[config.mk]
export PLATFORM = sky130hd
export DESIGN_NAME = memory_address_decoder
export DESIGN_NICKNAME = d
export VERILOG_FILES = /design/src/hw/memory_address_decoder.v /design/src/hw/pin_sync.v /design/src/hw/reset_fetch.v
export VERILOG_INCLUDE_DIRS = /design/src /design/src/hw
export SDC_FILE = /design/constraint.sdc
export NUM_CORES = 1
export LEC_CHECK = 0
export BUFFER_PORTS_ARGS = -buffer_cell sky130_fd_sc_hd__buf_2
export CAP_MARGIN = 20
export CELL_PAD_IN_SITES_DETAIL_PLACEMENT = 0
export CELL_PAD_IN_SITES_GLOBAL_PLACEMENT = 1
export CORE_UTILIZATION = 32
export CTS_BUF_LIST = sky130_fd_sc_hd__clkbuf_8 sky130_fd_sc_hd__clkbuf_16
export DETAILED_ROUTE_END_ITERATION = 16
export GPL_ROUTABILITY_DRIVEN = 0
export HOLD_SLACK_MARGIN = 0.08
export PLACE_DENSITY_LB_ADDON = 0.08
export SLEW_MARGIN = 20
export SYNTH_ARGS = -nofsm -noshare
export SYNTH_HDL_FRONTEND = slang
export SYNTH_SLANG_ARGS = --single-unit
[constraint.sdc]
create_clock -name clk_i -period 1.8 [get_ports clk_i]
set_input_delay 0.27 -clock clk_i [delete_from_list [all_inputs] [get_ports clk_i]]
set_output_delay 0.27 -clock clk_i [all_outputs]
set_load 0.02 [all_outputs]
[src/hw/addr_decode_consts.vh]
// Address map constants for the memory address decoder
// Overview of operation
// - After reset the first fetch goes to address FF2080H.
// - High bank FF2000H-FF9FFFH goes to code memory or external bus per access pin.
// - Low bank 002000H-009FFFH is code memory only with code_memory_low_map_bit bit set and pin high.
// - Instruction fetches from 00000H-003FFH always go external.
// - FF0400H-FF05FFH aliases the internal RAM at 00400H-005FFH.
// - Internal RAM at 000400H-0005FFH, indirect or indexed access only.
// - CPU registers 000000H-000017H and lower register RAM to 0000FFH, any mode.
// - Upper register RAM 000100H-0003FFH, indirect, indexed or windowed.
// - Internal registers 001F00H-001FDFH, memory-mapped registers 001FE0H-001FFFH.
// - Addresses are 24 bits inside; only the low 20 reach the external bus.
`ifndef ADDR_DECODE_CONSTS_VH
`define ADDR_DECODE_CONSTS_VH
`define RESET_FETCH_ADDR 24'hff2080
`define HI_CODE_LO 24'hff2000
`define HI_CODE_HI 24'hff9fff
`define LO_CODE_LO 24'h002000
`define LO_CODE_HI 24'h009fff
`define HI_RAM_LO 24'hff0400
`define HI_RAM_HI 24'hff05ff
`define RAM_LO 24'h000400
`define RAM_HI 24'h0005ff
`define CPU_REG_LO 24'h000000
`define CPU_REG_HI 24'h000017
`define LOW_REG_LO 24'h000018
`define LOW_REG_HI 24'h0000ff
`define UP_REG_LO 24'h000100
`define UP_REG_HI 24'h0003ff
`define ISFR_LO 24'h001f00
`define ISFR_HI 24'h001fdf
`define MSFR_LO 24'h001fe0
`define MSFR_HI 24'h001fff
`define RAM_INDEX_W 9
`define REG_INDEX_W 10
`define CODE_INDEX_W 15
`define SFR_INDEX_W 8
`define EXT_ADDR_W 20
`define TGT_REG 3'd0
`define TGT_SFR 3'd1
`define TGT_RAM 3'd2
`define TGT_CODE 3'd3
`define TGT_EXT 3'd4
`define MODE_DIRECT 2'd0
`define MODE_INDIRECT 2'd1
`define MODE_INDEXED 2'd2
`define MODE_WINDOW 2'd3
`endif

[src/hw/memory_address_decoder.v]
// Memory address decoder steering CPU accesses to internal targets or external bus
`timescale 1ns/1ps
`include "addr_decode_consts.vh"
module memory_address_decoder (
  input wire clk_i,
  input wire nrst_i,
  input wire req_valid_i,
  input wire [23:0] req_addr_i,
  input wire req_fetch_i,
  input wire req_write_i,
  input wire [1:0] req_mode_i,
  input wire code_memory_low_map_bit_i,
  input wire external_access_select_pin_i,
  output wire boot_pending_o,
  output wire [23:0] boot_addr_o,
  output reg dec_valid_o,
  output reg [2:0] dec_target_o,
  output reg dec_fetch_o,
  output reg dec_write_o,
  output reg dec_mode_fault_o,
  output reg [`REG_INDEX_W-1:0] reg_index_o,
  output reg [`SFR_INDEX_W-1:0] sfr_index_o,
  output reg sfr_mapped_o,
  output reg [`RAM_INDEX_W-1:0] ram_index_o,
  output reg [`CODE_INDEX_W-1:0] code_index_o,
  output reg [`EXT_ADDR_W-1:0] ext_addr_o
);
  //////////////////////////////////////////////////////////////////////////////
  // Range test
  function in_range;
    input [23:0] a;
    input [23:0] lo;
    input [23:0] hi;
    begin
      in_range = (a >= lo) && (a <= hi);
    end
  endfunction

  //////////////////////////////////////////////////////////////////////////////
  // Claimed windows, one bit each
  localparam NUM_REGIONS = 9;
  localparam [8:0] RGN_CPU_REG = 9'h001;
  localparam [8:0] RGN_LOW_REG = 9'h002;
  localparam [8:0] RGN_UP_REG = 9'h004;
  localparam [8:0] RGN_RAM = 9'h008;
  localparam [8:0] RGN_ISFR = 9'h010;
  localparam [8:0] RGN_MSFR = 9'h020;
  localparam [8:0] RGN_LO_CODE = 9'h040;
  localparam [8:0] RGN_HI_RAM = 9'h080;
  localparam [8:0] RGN_HI_CODE = 9'h100;

  //////////////////////////////////////////////////////////////////////////////
  // Window bounds
  // Lower bound of each window
  function [23:0] region_lo;
    input integer idx;
    begin
      case (idx)
        0: region_lo = `CPU_REG_LO;
        1: region_lo = `LOW_REG_LO;
        2: region_lo = `UP_REG_LO;
        3: region_lo = `RAM_LO;
        4: region_lo = `ISFR_LO;
        5: region_lo = `MSFR_LO;
        6: region_lo = `LO_CODE_LO;
        7: region_lo = `HI_RAM_LO;
        default: region_lo = `HI_CODE_LO;
      endcase
    end
  endfunction

  // Upper bound of each window
  function [23:0] region_hi;
    input integer idx;
    begin
      case (idx)
        0: region_hi = `CPU_REG_HI;
        1: region_hi = `LOW_REG_HI;
        2: region_hi = `UP_REG_HI;
        3: region_hi = `RAM_HI;
        4: region_hi = `ISFR_HI;
        5: region_hi = `MSFR_HI;
        6: region_hi = `LO_CODE_HI;
        7: region_hi = `HI_RAM_HI;
        default: region_hi = `HI_CODE_HI;
      endcase
    end
  endfunction

  //////////////////////////////////////////////////////////////////////////////
  // Window policy
  // Target of a claimed window
  function [2:0] target_of;
    input [8:0] region;
    input fetch;
    input code_memory_low_map_bit;
    input ea;
    begin
      case (region)
        RGN_CPU_REG, RGN_LOW_REG: begin
          if (fetch) begin
            target_of = `TGT_EXT;
          end else begin
            target_of = `TGT_REG;
          end
        end
        RGN_UP_REG: begin
          if (fetch) begin
            target_of = `TGT_EXT;
          end else begin
            target_of = `TGT_REG;
          end
        end
        RGN_RAM: target_of = `TGT_RAM;
        RGN_ISFR, RGN_MSFR: target_of = `TGT_SFR;
        RGN_LO_CODE: begin
          if (code_memory_low_map_bit && ea) begin
            target_of = `TGT_CODE;
          end else begin
            target_of = `TGT_EXT;
          end
        end
        RGN_HI_RAM: target_of = `TGT_RAM;
        RGN_HI_CODE: begin
          if (ea) begin
            target_of = `TGT_CODE;
          end else begin
            target_of = `TGT_EXT;
          end
        end
        // Unclaimed addresses leave the chip
        default: target_of = `TGT_EXT;
      endcase
    end
  endfunction

  // Addressing mode not allowed for the window
  function fault_of;
    input [8:0] region;
    input [1:0] mode;
    input fetch;
    begin
      case (region)
        RGN_RAM: begin
          if (fetch) begin
            fault_of = 1'b0;
          end else begin
            fault_of = (mode != `MODE_INDIRECT) && (mode != `MODE_INDEXED);
          end
        end
        RGN_UP_REG: begin
          if (fetch) begin
            fault_of = 1'b0;
          end else begin
            fault_of = (mode == `MODE_DIRECT);
          end
        end
        RGN_CPU_REG, RGN_LOW_REG: fault_of = 1'b0;
        default: fault_of = 1'b0;
      endcase
    end
  endfunction

  //////////////////////////////////////////////////////////////////////////////
  // Address fields
  function [`REG_INDEX_W-1:0] reg_index_of;
    input [23:0] a;
    begin
      reg_index_of = a[`REG_INDEX_W-1:0];
    end
  endfunction

  function [`SFR_INDEX_W-1:0] sfr_index_of;
    input [23:0] a;
    reg [23:0] offset;
    begin
      offset = a - `ISFR_LO;
      sfr_index_of = offset[`SFR_INDEX_W-1:0];
    end
  endfunction

  function sfr_mapped_of;
    input [23:0] a;
    begin
      sfr_mapped_of = (a >= `MSFR_LO);
    end
  endfunction

  // Both RAM windows fold onto one set of cells
  function [`RAM_INDEX_W-1:0] ram_index_of;
    input [23:0] a;
    reg [23:0] offset;
    begin
      if (a >= `HI_RAM_LO) begin
        offset = a - `HI_RAM_LO;
      end else begin
        offset = a - `RAM_LO;
      end
      ram_index_of = offset[`RAM_INDEX_W-1:0];
    end
  endfunction

  function [`CODE_INDEX_W-1:0] code_index_of;
    input [23:0] a;
    reg [23:0] offset;
    begin
      offset = a - `LO_CODE_LO;
      code_index_of = offset[`CODE_INDEX_W-1:0];
    end
  endfunction

  // Only the low address lines leave the chip
  function [`EXT_ADDR_W-1:0] ext_addr_of;
    input [23:0] a;
    begin
      ext_addr_of = a[`EXT_ADDR_W-1:0];
    end
  endfunction

  //////////////////////////////////////////////////////////////////////////////
  // Pin and reset fetch
  wire ea_level;
  wire boot_pending;
  pin_sync u_ea_sync (
    .clk_i(clk_i),
    .nrst_i(nrst_i),
    .pin_i(external_access_select_pin_i),
    .level_o(ea_level)
  );
  reset_fetch u_boot (
    .clk_i(clk_i),
    .nrst_i(nrst_i),
    .first_taken_i(req_valid_i & req_fetch_i),
    .pending_o(boot_pending)
  );
  assign boot_pending_o = boot_pending;
  assign boot_addr_o = `RESET_FETCH_ADDR;

  //////////////////////////////////////////////////////////////////////////////
  // Decode
  wire [NUM_REGIONS-1:0] region_hit;
  reg [2:0] next_target;
  reg next_fault;
  genvar g;

  // One compare per window
  generate
    for (g = 0; g < NUM_REGIONS; g = g + 1) begin : g_region
      assign region_hit[g] = in_range(req_addr_i, region_lo(g), region_hi(g));
    end
  endgenerate

  // Windows are disjoint, so at most one bit is set
  always @* begin
    next_target = target_of(region_hit, req_fetch_i, code_memory_low_map_bit_i, ea_level);
    next_fault = fault_of(region_hit, req_mode_i, req_fetch_i);
  end

  //////////////////////////////////////////////////////////////////////////////
  // Strobe copies, one cycle behind the request
  always @(posedge clk_i) begin
    if (!nrst_i) begin
      dec_valid_o <= 1'b0;
      dec_fetch_o <= 1'b0;
      dec_write_o <= 1'b0;
    end else begin
      dec_valid_o <= req_valid_i;
      dec_fetch_o <= req_fetch_i;
      dec_write_o <= req_write_i;
    end
  end

  //////////////////////////////////////////////////////////////////////////////
  // Decode result, held until the next request
  always @(posedge clk_i) begin
    if (!nrst_i) begin
      dec_target_o <= `TGT_EXT;
      dec_mode_fault_o <= 1'b0;
    end else if (req_valid_i) begin
      dec_target_o <= next_target;
      dec_mode_fault_o <= next_fault;
    end
  end

  //////////////////////////////////////////////////////////////////////////////
  // Address fields, held until the next request
  always @(posedge clk_i) begin
    if (!nrst_i) begin
      reg_index_o <= {`REG_INDEX_W{1'b0}};
      sfr_index_o <= {`SFR_INDEX_W{1'b0}};
      sfr_mapped_o <= 1'b0;
      ram_index_o <= {`RAM_INDEX_W{1'b0}};
      code_index_o <= {`CODE_INDEX_W{1'b0}};
      ext_addr_o <= {`EXT_ADDR_W{1'b0}};
    end else if (req_valid_i) begin
      reg_index_o <= reg_index_of(req_addr_i);
      sfr_index_o <= sfr_index_of(req_addr_i);
      sfr_mapped_o <= sfr_mapped_of(req_addr_i);
      ram_index_o <= ram_index_of(req_addr_i);
      code_index_o <= code_index_of(req_addr_i);
      ext_addr_o <= ext_addr_of(req_addr_i);
    end
  end
endmodule

[src/hw/pin_sync.v]
// Three-stage synchroniser for a pin level
`timescale 1ns/1ps
module pin_sync (
  input wire clk_i,
  input wire nrst_i,
  input wire pin_i,
  output reg level_o
);
  reg s1;
  reg s2;
  reg s3;
  always @(posedge clk_i) begin
    if (!nrst_i) begin
      s1 <= 1'b0;
      s2 <= 1'b0;
      s3 <= 1'b0;
      level_o <= 1'b0;
    end else begin
      s1 <= pin_i;
      s2 <= s1;
      s3 <= s2;
      if (s2 == s3) begin
        level_o <= s3;
      end
    end
  end
endmodule

[src/hw/reset_fetch.v]
// Reset fetch pending flag generator
`timescale 1ns/1ps
`include "addr_decode_consts.vh"
module reset_fetch (
  input wire clk_i,
  input wire nrst_i,
  input wire first_taken_i,
  output reg pending_o
);
  // Raised during reset until the first fetch is taken
  always @(posedge clk_i) begin
    if (!nrst_i) begin
      pending_o <= 1'b1;
    end else if (first_taken_i) begin
      pending_o <= 1'b0;
    end
  end
endmodule

==> key figures, run 1 <==
Final layout
  • Leading cell type in the layout, fill and taps excluded: buf_2
  • N_diodes: 0
  • Net count, final: 320
  • Filler instances: 647
  • Area delta synth->final: 16.1%
  • FF/Latch Area: 701 um2
  • Layout cell share with drive strength beyond 1: 41.4%
  • Commonest cells after routing, fill and taps aside: buf_2 (103), dfxtp_1 (35), conb_1 (24)
  • Post-Route Utilization: 38.8%
  • Multi-input combinational cell area: 860 um2

Clock tree
  • H-tree depth: 2
  • Clock-pin slew on the worst setup and hold paths: 70 ps
  • Post-CTS Hold Fix Bufs: 0
  • Clk root buf: clkbuf_8
  • Clk_lat worst skew: 290 ps
  • Cts bufs inserted: 5
  • Max Root-Sink Buffers: 2
  • CTS tree: yes
  • Post-CTS setup buffers: 0
  • Post_cts resized: 0
  • Num Clock Sinks: 35

Floorplan
  • Die ar.: 6580 um2
  • Row count: 28
  • Die height: 81.1 um
  • Starting Density: 33.4%
  • Total core area: 5990 um2
  • IO Pins: 128
  • Die width: 81.1 um

Critical path
  • Critical Path RT: 1970 ps
  • R2r setup slk: 830 ps
  • Arrival time at the worst endpoint: 1570 ps
  • Critical-path top delay cell: nor4b_1
  • Worst Path Max Fanout: 6
  • Delay-heaviest family, CP: simple AND/OR/NAND/NOR gates
  • Critical-path cell list: buf_2 -> inv_1 -> ha_1 -> nor4b_1 -> nand4_1 -> a211oi_2 -> a21o_1 -> a32oi_1
  • Worst setup EP type: flip-flop
  • Critical path startpoint category: input pin
  • Crit path largest cell delay: 320 ps
  • CP Buf/Inv Count: 2
  • WS Path Type: in2reg

Route
  • Via-to-Cell Ratio: 4.31
  • Routed wire per std cell: 12.2 um
  • Vias: 1550
  • Antenna-violating nets left: 0
  • Pre-antenna DRT Iters: 7
  • DRC viols: 0
  • WL final: 4.39 mm
  • Initial DRC count: 30

Timing
  • Final Hold Viols: 0
  • RSZ-0062 raised after global routing: false
  • Final Max Tran Viols: 0
  • Max Freq: 711 MHz
  • Final setup violation count: 0
  • Fin Clk Skew: 0.255 ps
  • Tcrit/Tclk final: 78.2%
  • Setup Total Neg Slack: 0 ps
  • Final min period: 1410 ps

Yosys
  • Yosys top cell area share: 35.0%
  • Syn Inst Count: 220
  • Dominant cell type by area after synthesis: dfxtp_1
  • Yosys warns: 0
  • Ys flop type: dfxtp_1
  • Register area share after synthesis: 35.0%
  • Synthesized area: 2000 um2
  • Yosys cell types: 35
  • Largest cells by area after synthesis: dfxtp_1 (35%), buf_4 (24%), mux2i_1 (11%)
  • Post-synth EDFFs: 0
  • Mean Syn Cell Area: 9.10 um2
  • #FFs+latches synth: 35
  • Ys async rst share: 0%

Global routing
  • Initial antenna violation count: 0
  • Vias in the first global route: 1319
  • First-pass GRT wire length: 6.62 mm
  • Gr usage total: 13.5%
  • Largest net degree at the start of global routing: 20
  • Total overflow reported by the global router: 0

Power
  • Psw: 0.588 mW
  • Static Leak: 1.24 nW
  • Comb power frac: 22.3%
  • Int Power: 1.31 mW
  • Overall Power: 1.89 mW
  • Power density over cell area: 815 nW/um2
  • Sw Ratio: 31.0%
  • Peak supply drop: 0.282 mV
  • Reg power frac: 44.5%
  • Clock power share: 33.2%

Worst hold path
  • Worst min-delay path class: in2reg

Run
  • Number of max-cap violations: 0

Status
  • Status: finished clean

Placement
  • Port Buf Inserts: 103
  • Dpl hpwl: 3.40 mm
==> worst reg2reg max path: cells and delay by family, from the launching register on <==
family,cells,cell delay (ps)
flops,1,390
simple gates,1,80
compound gates,3,390
==> through the flow <==
step	std cells	setup WS, ps	cell area (um2)	hold slack [ps]
finish	360	393	2320	184
CTS	360	425	2320	182
floorplan	242	472	2080	392
global route	360	240	2320	184
global placement	352	233	2220	417
detailed placement	352	121	2220	423
==> layout make-up <==
type	count	area share [%]
Timing Repair Buffer	106	23.7
Tap cell	75	4.04
Sequential cell	35	30.2
Multi-Input combinational cell	132	37.0
Clock inverter	1	0.323
Inverter	4	0.646
Clock buffer	7	4.15
==> power by group through the flow <==
| stage | Clock, mW | Combinational [mW] | Sequential [mW] |
|---|---|---|---|
| floorplan | 0 | 0.320 | 0.908 |
| global placement | 0 | 0.426 | 0.861 |
| detailed placement | 0 | 0.426 | 0.861 |
| CTS | 0.652 | 0.426 | 0.844 |
| global route | 0.684 | 0.459 | 0.851 |
| finish | 0.630 | 0.422 | 0.843 |
==> cells by family after synthesis <==
family	Yosys count	synth area share (%)
muxes	22	11.0
adders and majority gates	3	1.88
AOI/OAI and AO/OA	21	6.94
and+or+nand+nor	62	18.6
DFF	35	35.0
other	2	0.375
buffers and inverters	75	26.2
==> metal layers <==
layer / share of wire [%] / up-vias / track usage, % / wire, um
li1: - / 773 / - / -
met1: 48 / 701 / 17.3 / 2120
met2: 45 / 72 / 21.7 / 2000
met3: 5.5 / 4 / 3.26 / 241
met4: 0.89 / 0 / 5.18 / 39
met5: 0 / - / 0 / 0
==> synthesized netlist by cell type, types with 3 or more instances <==
| master | instances |
|---|---|
| mux2i_1 | 22 |
| inv_1 | 4 |
| nor2_1 | 5 |
| nor4_1 | 3 |
| nor2b_1 | 22 |
| and2_1 | 7 |
| buf_4 | 64 |
| nand2_1 | 9 |
| a21oi_1 | 3 |
| o21ai_0 | 7 |
| ha_1 | 3 |
| nand4_1 | 5 |
| dfxtp_1 | 35 |
| clkbuf_1 | 5 |
==> registers in the layout, indices dropped and copies added (netlist names) <==
signal,count
u_ea_sync.s3,1
code_index_o,6
u_ea_sync.level_o,1
dec_mode_fault_o,1
reg_index_o,9
dec_fetch_o,1
u_ea_sync.s2,1
dec_target_o,3
ext_addr_o,7
sfr_mapped_o,1
u_ea_sync.s1,1
dec_write_o,1
u_boot.pending_o,1
dec_valid_o,1
==> worst paths after layout <==
check | from | to | depth (start not counted)
hold reg to reg | u_ea_sync.s1 | u_ea_sync.s2 | 1
hold / removal | external_access_select_pin_i | u_ea_sync.s1 | 2
setup / recovery | req_addr_i[14] | dec_target_o[2] | 8
setup reg to reg | u_ea_sync.level_o | dec_target_o[2] | 4
Power figures use the tool's default switching activity.
==> run 2, diff against run 1 <==
Settings changed: ABC_AREA set to 1, CORE_UTILIZATION 32 to 29.
Clock period 1.8 ns to 1.4 ns, I/O delays scaled along.
==> key figures, run 2 <==
Placement
  • Cell count after placement: 447 (+27%)
  • Dpl hpwl: 3.94 mm (+16%)
  • Port Buf Inserts: 103 (unchanged)
  • Worst slack, placed: -40.0 ps (-161 ps)

Power
  • Static Leak: 1.36 nW (+10%)
  • Overall Power: 2.60 mW (+37%)
  • Clock power share: 35.6% (+2.4 points)
  • Psw: 0.839 mW (+43%)
  • Int Power: 1.76 mW (+35%)
  • Comb power frac: 22.5% (+0.2 points)
  • Power density over cell area: 1060 nW/um2 (+30%)
  • Reg power frac: 41.9% (-2.6 points)
  • Peak supply drop: 0.323 mV (+15%)
  • Sw Ratio: 32.2% (+1.2 points)

Final layout
  • Area delta synth->final: 17.4%
  • Max reg flops: 9 (unchanged)
  • Net count, final: 394 (+23%)
  • Commonest cells after routing, fill and taps aside: buf_2 (103), nor2_1 (51), nand2_1 (36)
  • Filler instances: 806 (+25%)
  • Leading cell type in the layout, fill and taps excluded: buf_2
  • Multi-input combinational cell area: 855 um2 (-0.58%)
  • Layout cell share with drive strength beyond 1: 36.8% (-4.6 points)
  • Largest regs: reg_index_o x9, ext_addr_o x7, code_index_o x6
  • Post-Route Utilization: 35.7% (-3.0 points)
  • FF/Latch Area: 701 um2 (unchanged)
  • Finished Layout Cells: 455 (+26%)
  • Most flops, register: reg_index_o
  • N_diodes: 0 (unchanged)

Clock tree
  • CTS tree: yes
  • Clk_lat worst skew: 280 ps (about the same)
  • Max Root-Sink Buffers: 2 (unchanged)
  • H-tree depth: 2 (unchanged)
  • Cts bufs inserted: 5 (unchanged)
  • Num Clock Sinks: 35 (unchanged)
  • Post_cts resized: 0 (unchanged)
  • Clock-pin slew on the worst setup and hold paths: 70 ps (about the same)
  • Post-CTS Hold Fix Bufs: 0 (unchanged)
  • Clk root buf: clkbuf_8
  • Post-CTS setup buffers: 0 (unchanged)

Global routing
  • Total overflow reported by the global router: 0 (unchanged)
  • Largest net degree at the start of global routing: 22 (+10%)
  • Vias in the first global route: 1571 (+19%)
  • Initial antenna violation count: 0 (unchanged)
  • First-pass GRT wire length: 7.73 mm (+17%)
  • Gr usage total: 13.7% (+0.21 points)

Floorplan
  • Die width: 86.9 um (+7.2%)
  • Die ar.: 7550 um2 (+15%)
  • Row count: 30 (+7.1%)
  • Starting Density: 30.4% (-3.0 points)
  • Die height: 86.9 um (+7.2%)
  • Total core area: 6870 um2 (+15%)
  • IO Pins: 128 (unchanged)

Route
  • Routed wire per std cell: 11.0 um (-9.6%)
  • Antenna-violating nets left: 0 (unchanged)
  • Pre-antenna DRT Iters: 4 (-3)
  • Via-to-Cell Ratio: 4.01 (-6.8%)
  • DRC viols: 0 (unchanged)
  • WL final: 5.02 mm (+14%)
  • Vias: 1826 (+18%)
  • Initial DRC count: 61 (+100%)

Timing
  • Max Freq: 899 MHz
  • Setup Total Neg Slack: 0 ps (unchanged)
  • Final Hold Viols: 0 (unchanged)
  • Final min period: 1110 ps
  • RSZ-0062 raised after global routing: false
  • Tcrit/Tclk final: 79.5%
  • Final setup violation count: 0 (unchanged)
  • Final Max Tran Viols: 0 (unchanged)
  • Final WS setup: 287 ps (-106 ps)
  • Fin Clk Skew: 1.05 ps (+0.799 ps)

Run
  • Number of max-cap violations: 0 (unchanged)

Yosys
  • #FFs+latches synth: 35 (unchanged)
  • Syn Inst Count: 293 (+33%)
  • Synthesized area: 2090 um2 (+4.4%)
  • Ys async rst share: 0% (unchanged)
  • Dominant cell type by area after synthesis: dfxtp_1
  • Ys flop type: dfxtp_1
  • Mean Syn Cell Area: 7.14 um2 (-22%)
  • Yosys top cell area share: 33.5% (-1.5 points)
  • Post-synth EDFFs: 0 (unchanged)
  • Largest cells by area after synthesis: dfxtp_1 (34%), buf_4 (23%), nor2_1 (9.2%)
  • Yosys warns: 0 (unchanged)
  • Top-count cell post-synth: buf_4
  • Yosys cell types: 26 (-26%)
  • Register area share after synthesis: 33.5% (-1.5 points)
  • Commonest cells post-synth: buf_4 (64), nor2_1 (51), nand2_1 (36), dfxtp_1 (35), inv_1 (24)

Critical path
  • Worst setup EP type: flip-flop
  • R2r setup slk: 430 ps (-400 ps)
  • Arrival time at the worst endpoint: 1290 ps (-280 ps)
  • Critical path startpoint category: input pin
  • Critical Path RT: 1580 ps (-390 ps)
  • Worst Path Max Fanout: 3 (-3)
  • WS Path Type: in2reg

Worst hold path
  • Worst min-delay path class: in2reg

Status
  • Status: finished clean
[run 2: changes by cell type in the layout (fill, tap and decap cells not counted), sizes merged, moves of 14 or more]
cell   delta
o21ai    +14
nor2b    -22
inv      +21
nand2    +32
mux2i    -22
nor2     +51
[run 2: per-layer routing]
layer | routed length, um | GRT usage (%) | vias to the layer above
met4 | 84 | 4.70 | 0
met1 | 2380 | 17.4 | 791
met5 | 0 | 0 | -
met2 | 2260 | 22.3 | 73
li1 | - | - | 954
met3 | 296 | 3.70 | 8
[run 2: cells by family after synthesis]
| family | count (synthesis) | synth area share, % |
|---|---|---|
| and+or+nand+nor | 117 | 25.4 |
| buffers and inverters | 98 | 29.6 |
| AOI/OAI and AO/OA | 38 | 9.40 |
| DFF | 35 | 33.5 |
| adders and majority gates | 3 | 1.80 |
| other | 2 | 0.359 |
[run 2: worst paths after layout]
| path | from | end | depth (start not counted) |
|---|---|---|---|
| hold reg to reg | u_ea_sync.s1 | u_ea_sync.s2 | 2 |
| setup / recovery | req_addr_i[14] | dec_target_o[2] | 12 |
| setup reg to reg | u_ea_sync.level_o | dec_target_o[2] | 7 |
| hold / removal | req_write_i | dec_write_o | 3 |
[run 2: area by class of cell]
type                    count  area share, %
multi-input cells         182           34.8
flip-flops and latches     35           28.5
repair buffers            109           23.3
well taps                  96           4.89
inverters                  25           3.82
clock buffers               5           2.80
clock inverters             3           1.78
[run 2: worst max-delay path, stage by stage]
cell     delay [ps]
buf_2           100
inv_1           120
ha_1            170
nand2_1          50
nor2_1          130
nand3_1         110
nand2_2         100
nand2_1          60
nand4_1          90
nand2_1          50
nand2_1          50
nand2_1          50
[run 2: power groups by stage]
stage	combinational [mW]	sequential (mW)	clock, mW
final	0.586	1.09	0.925
after detailed placement	0.593	1.12	0
after floorplan	0.450	1.18	0
after global routing	0.646	1.10	0.992
after global placement	0.593	1.11	0
after CTS	0.594	1.09	0.961
[run 2: metrics by stage]
step / hold WS, ps / area (um2)
2_1_floorplan: 304 / 2170
3_3_place_gp: 393 / 2340
3_5_place_dp: 398 / 2340
4_1_cts: 94.3 / 2450
5_1_grt: 108 / 2450
6_report: 102 / 2450
==> run 3, diff against run 2 <==
Settings changed: CORE_UTILIZATION 29 to 26.
Clock period 1.4 ns to 0.9 ns, I/O delays scaled along.
==> key figures, run 3 (synthesized netlist as in run 2, its figures left out) <==
Status
  • Status: finished, violations left
  • Failing checks: negative setup slack

Clock tree
  • Num Clock Sinks: 35 (unchanged)
  • Clk_lat worst skew: 280 ps (about the same)
  • CTS tree: yes
  • Clk root buf: clkbuf_8
  • H-tree depth: 2 (unchanged)
  • Cts bufs inserted: 5 (unchanged)
  • Clock-pin slew on the worst setup and hold paths: 70 ps (about the same)
  • Max Root-Sink Buffers: 2 (unchanged)

Final layout
  • Net count, final: 427 (+8.4%)
  • Multi-input combinational cell area: 1010 um2 (+18%)
  • FF/Latch Area: 767 um2 (+9.5%)
  • Largest regs: reg_index_o x9, ext_addr_o x7, code_index_o x6
  • Filler instances: 810 (+0.50%)
  • Commonest cells after routing, fill and taps aside: buf_6 (76), nor2_1 (42), buf_4 (36)
  • Max reg flops: 9 (unchanged)
  • Most flops, register: reg_index_o
  • Post-Route Utilization: 44.2% (+8.5 points)
  • Leading cell type in the layout, fill and taps excluded: buf_6
  • N_diodes: 0 (unchanged)
  • Area delta synth->final: 64.3%
  • Layout cell share with drive strength beyond 1: 55.6% (+19 points)

Critical path
  • Critical Path Source: req_addr_i[0]
  • Critical Path RT: 1110 ps (-470 ps)
  • Reg-to-reg endpoint: dec_target_o[0]
  • Worst Path Max Fanout: 3 (unchanged)
  • Critical-path top delay cell: nor2_2
  • WS Path Type: in2reg
  • Critical-path cell list: buf_2 -> nor2_1 -> nand2_1 -> nor2_2 -> nand3_1 -> nand2_2 -> nand3_2 -> nand3b_1 -> nand2_1 -> a21oi_2
  • Arrival time at the worst endpoint: 1190 ps (-100 ps)
  • Cell mode on critical path: nand2_1
  • Critical path startpoint category: input pin
  • R2r setup slk: -10 ps (-440 ps)
  • Crit path largest cell delay: 170 ps (about the same)
  • R2r startpoint: u_ea_sync.level_o
  • Reg2Reg Depth: 6 (-1)
  • Worst setup path endpoint: dec_target_o[0]
  • Worst setup EP type: flip-flop

Power
  • Static Leak: 1.68 nW (+23%)
  • Power density over cell area: 1210 nW/um2 (+14%)
  • Peak supply drop: 0.633 mV (+96%)

Route
  • Pre-antenna DRT Iters: 4 (unchanged)
  • Via-to-Cell Ratio: 4.09 (+1.9%)
  • Antenna-violating nets left: 0 (unchanged)
  • WL final: 5.64 mm (+13%)
  • Routed wire per std cell: 11.4 um (+3.6%)
  • Initial DRC count: 20 (-67%)
  • Vias: 2021 (+11%)
  • DRC viols: 0 (unchanged)

Global routing
  • First-pass GRT wire length: 9.36 mm (+21%)
  • Largest net degree at the start of global routing: 24 (+9.1%)
  • Initial antenna violation count: 0 (unchanged)
  • Total overflow reported by the global router: 0 (unchanged)
  • Gr usage total: 14.1% (+0.42 points)
  • Vias in the first global route: 1915 (+22%)

Floorplan
  • Starting Density: 26.9% (-3.5 points)
  • IO Pins: 128 (unchanged)
  • Die width: 91.7 um (+5.5%)
  • Row count: 32 (+6.7%)
  • Total core area: 7770 um2 (+13%)
  • Die ar.: 8400 um2 (+11%)
  • Die height: 91.7 um (+5.5%)

Placement
  • Port Buf Inserts: 103 (unchanged)
  • Worst slack, placed: -387 ps (-347 ps)
  • Dpl hpwl: 4.06 mm (+3.1%)

Timing
  • Final WS setup: -72.9 ps (-360 ps)
  • Hold Worst Slack: 98.4 ps (-3.87 ps)
  • RSZ-0062 raised after global routing: true
  • Final setup violation count: 53 (+53)
  • Fin Clk Skew: 1.30 ps (+0.245 ps)
  • Final Max Tran Viols: 0 (unchanged)
  • Final min period: 973 ps
  • Tcrit/Tclk final: 108%
  • Final Hold Viols: 0 (unchanged)
  • Max Freq: 1030 MHz

Worst hold path
  • Worst min-delay path class: in2reg

Run
  • Number of max-cap violations: 0 (unchanged)
run 3: cell type report:
class,count,area share (%)
clock buffer,5,2.00
clock inverter,3,0.364
inverter,25,2.91
multi-input combinational,182,29.4
sequential,35,22.3
tap,102,3.71
timing repair buffer,142,39.3
run 3: per-stage QoR:
step | cell area [um2] | power, mW | TNS, ps | instances
final | 3440 | 4.16 | -1690 | 494
after global routing | 3440 | 4.43 | -4470 | 494
after CTS | 3340 | 4.20 | -2250 | 493
after detailed placement | 2610 | 2.76 | -1800 | 478
after global placement | 2610 | 2.76 | -1840 | 478
after floorplan | 2220 | 2.55 | -416 | 315
run 3: where the power goes:
part,switching [mW],internal [mW]
Clock,0.561,0.521
Combinational,0.690,0.639
Sequential,0.107,1.64
Total,1.36,2.80
run 3: worst min-delay path by stage:
stage                                            start               end  slack [ps]  depth (start not counted)
after floorplan                         req_addr_i[13]  code_index_o[13]         230                          1
after global placement                     req_write_i       dec_write_o         320                          3
after detailed placement  external_access_select_pin_i      u_ea_sync.s1         330                          3
after CTS                               req_addr_i[18]    ext_addr_o[18]          80                          3
after global routing                    req_addr_i[18]    ext_addr_o[18]         100                          3
final                                   req_addr_i[16]    ext_addr_o[16]         100                          3
run 3: critical path, delay by kind of cell:
kind / cells / cell delay, ps
buffers and inverters: 1 / 100
and+or+nand+nor: 8 / 810
AOI/OAI and AO/OA: 1 / 120
run 3: metal layers:
metal  part of all wire, %  routed length, um  up-vias  track usage [%]
met1                    44               2470      910             17.2
met2                    50               2850       77             24.9
met4                  0.99                 56        0             3.97
met3                   4.8                272        7             2.99
li1                      -                  -     1027                -
met5                     0                  0        -                0
run 3: repair_timing:
action / 4_1_cts / 5_1_grt
endpoints found under the hold margin: 2 / 0
resized for setup: 199 / 28
setup endpoints to repair: 72 / 74
hold buffers: 2 / 0
buffers inserted: 5 / 1
pin swaps: 14 / 8
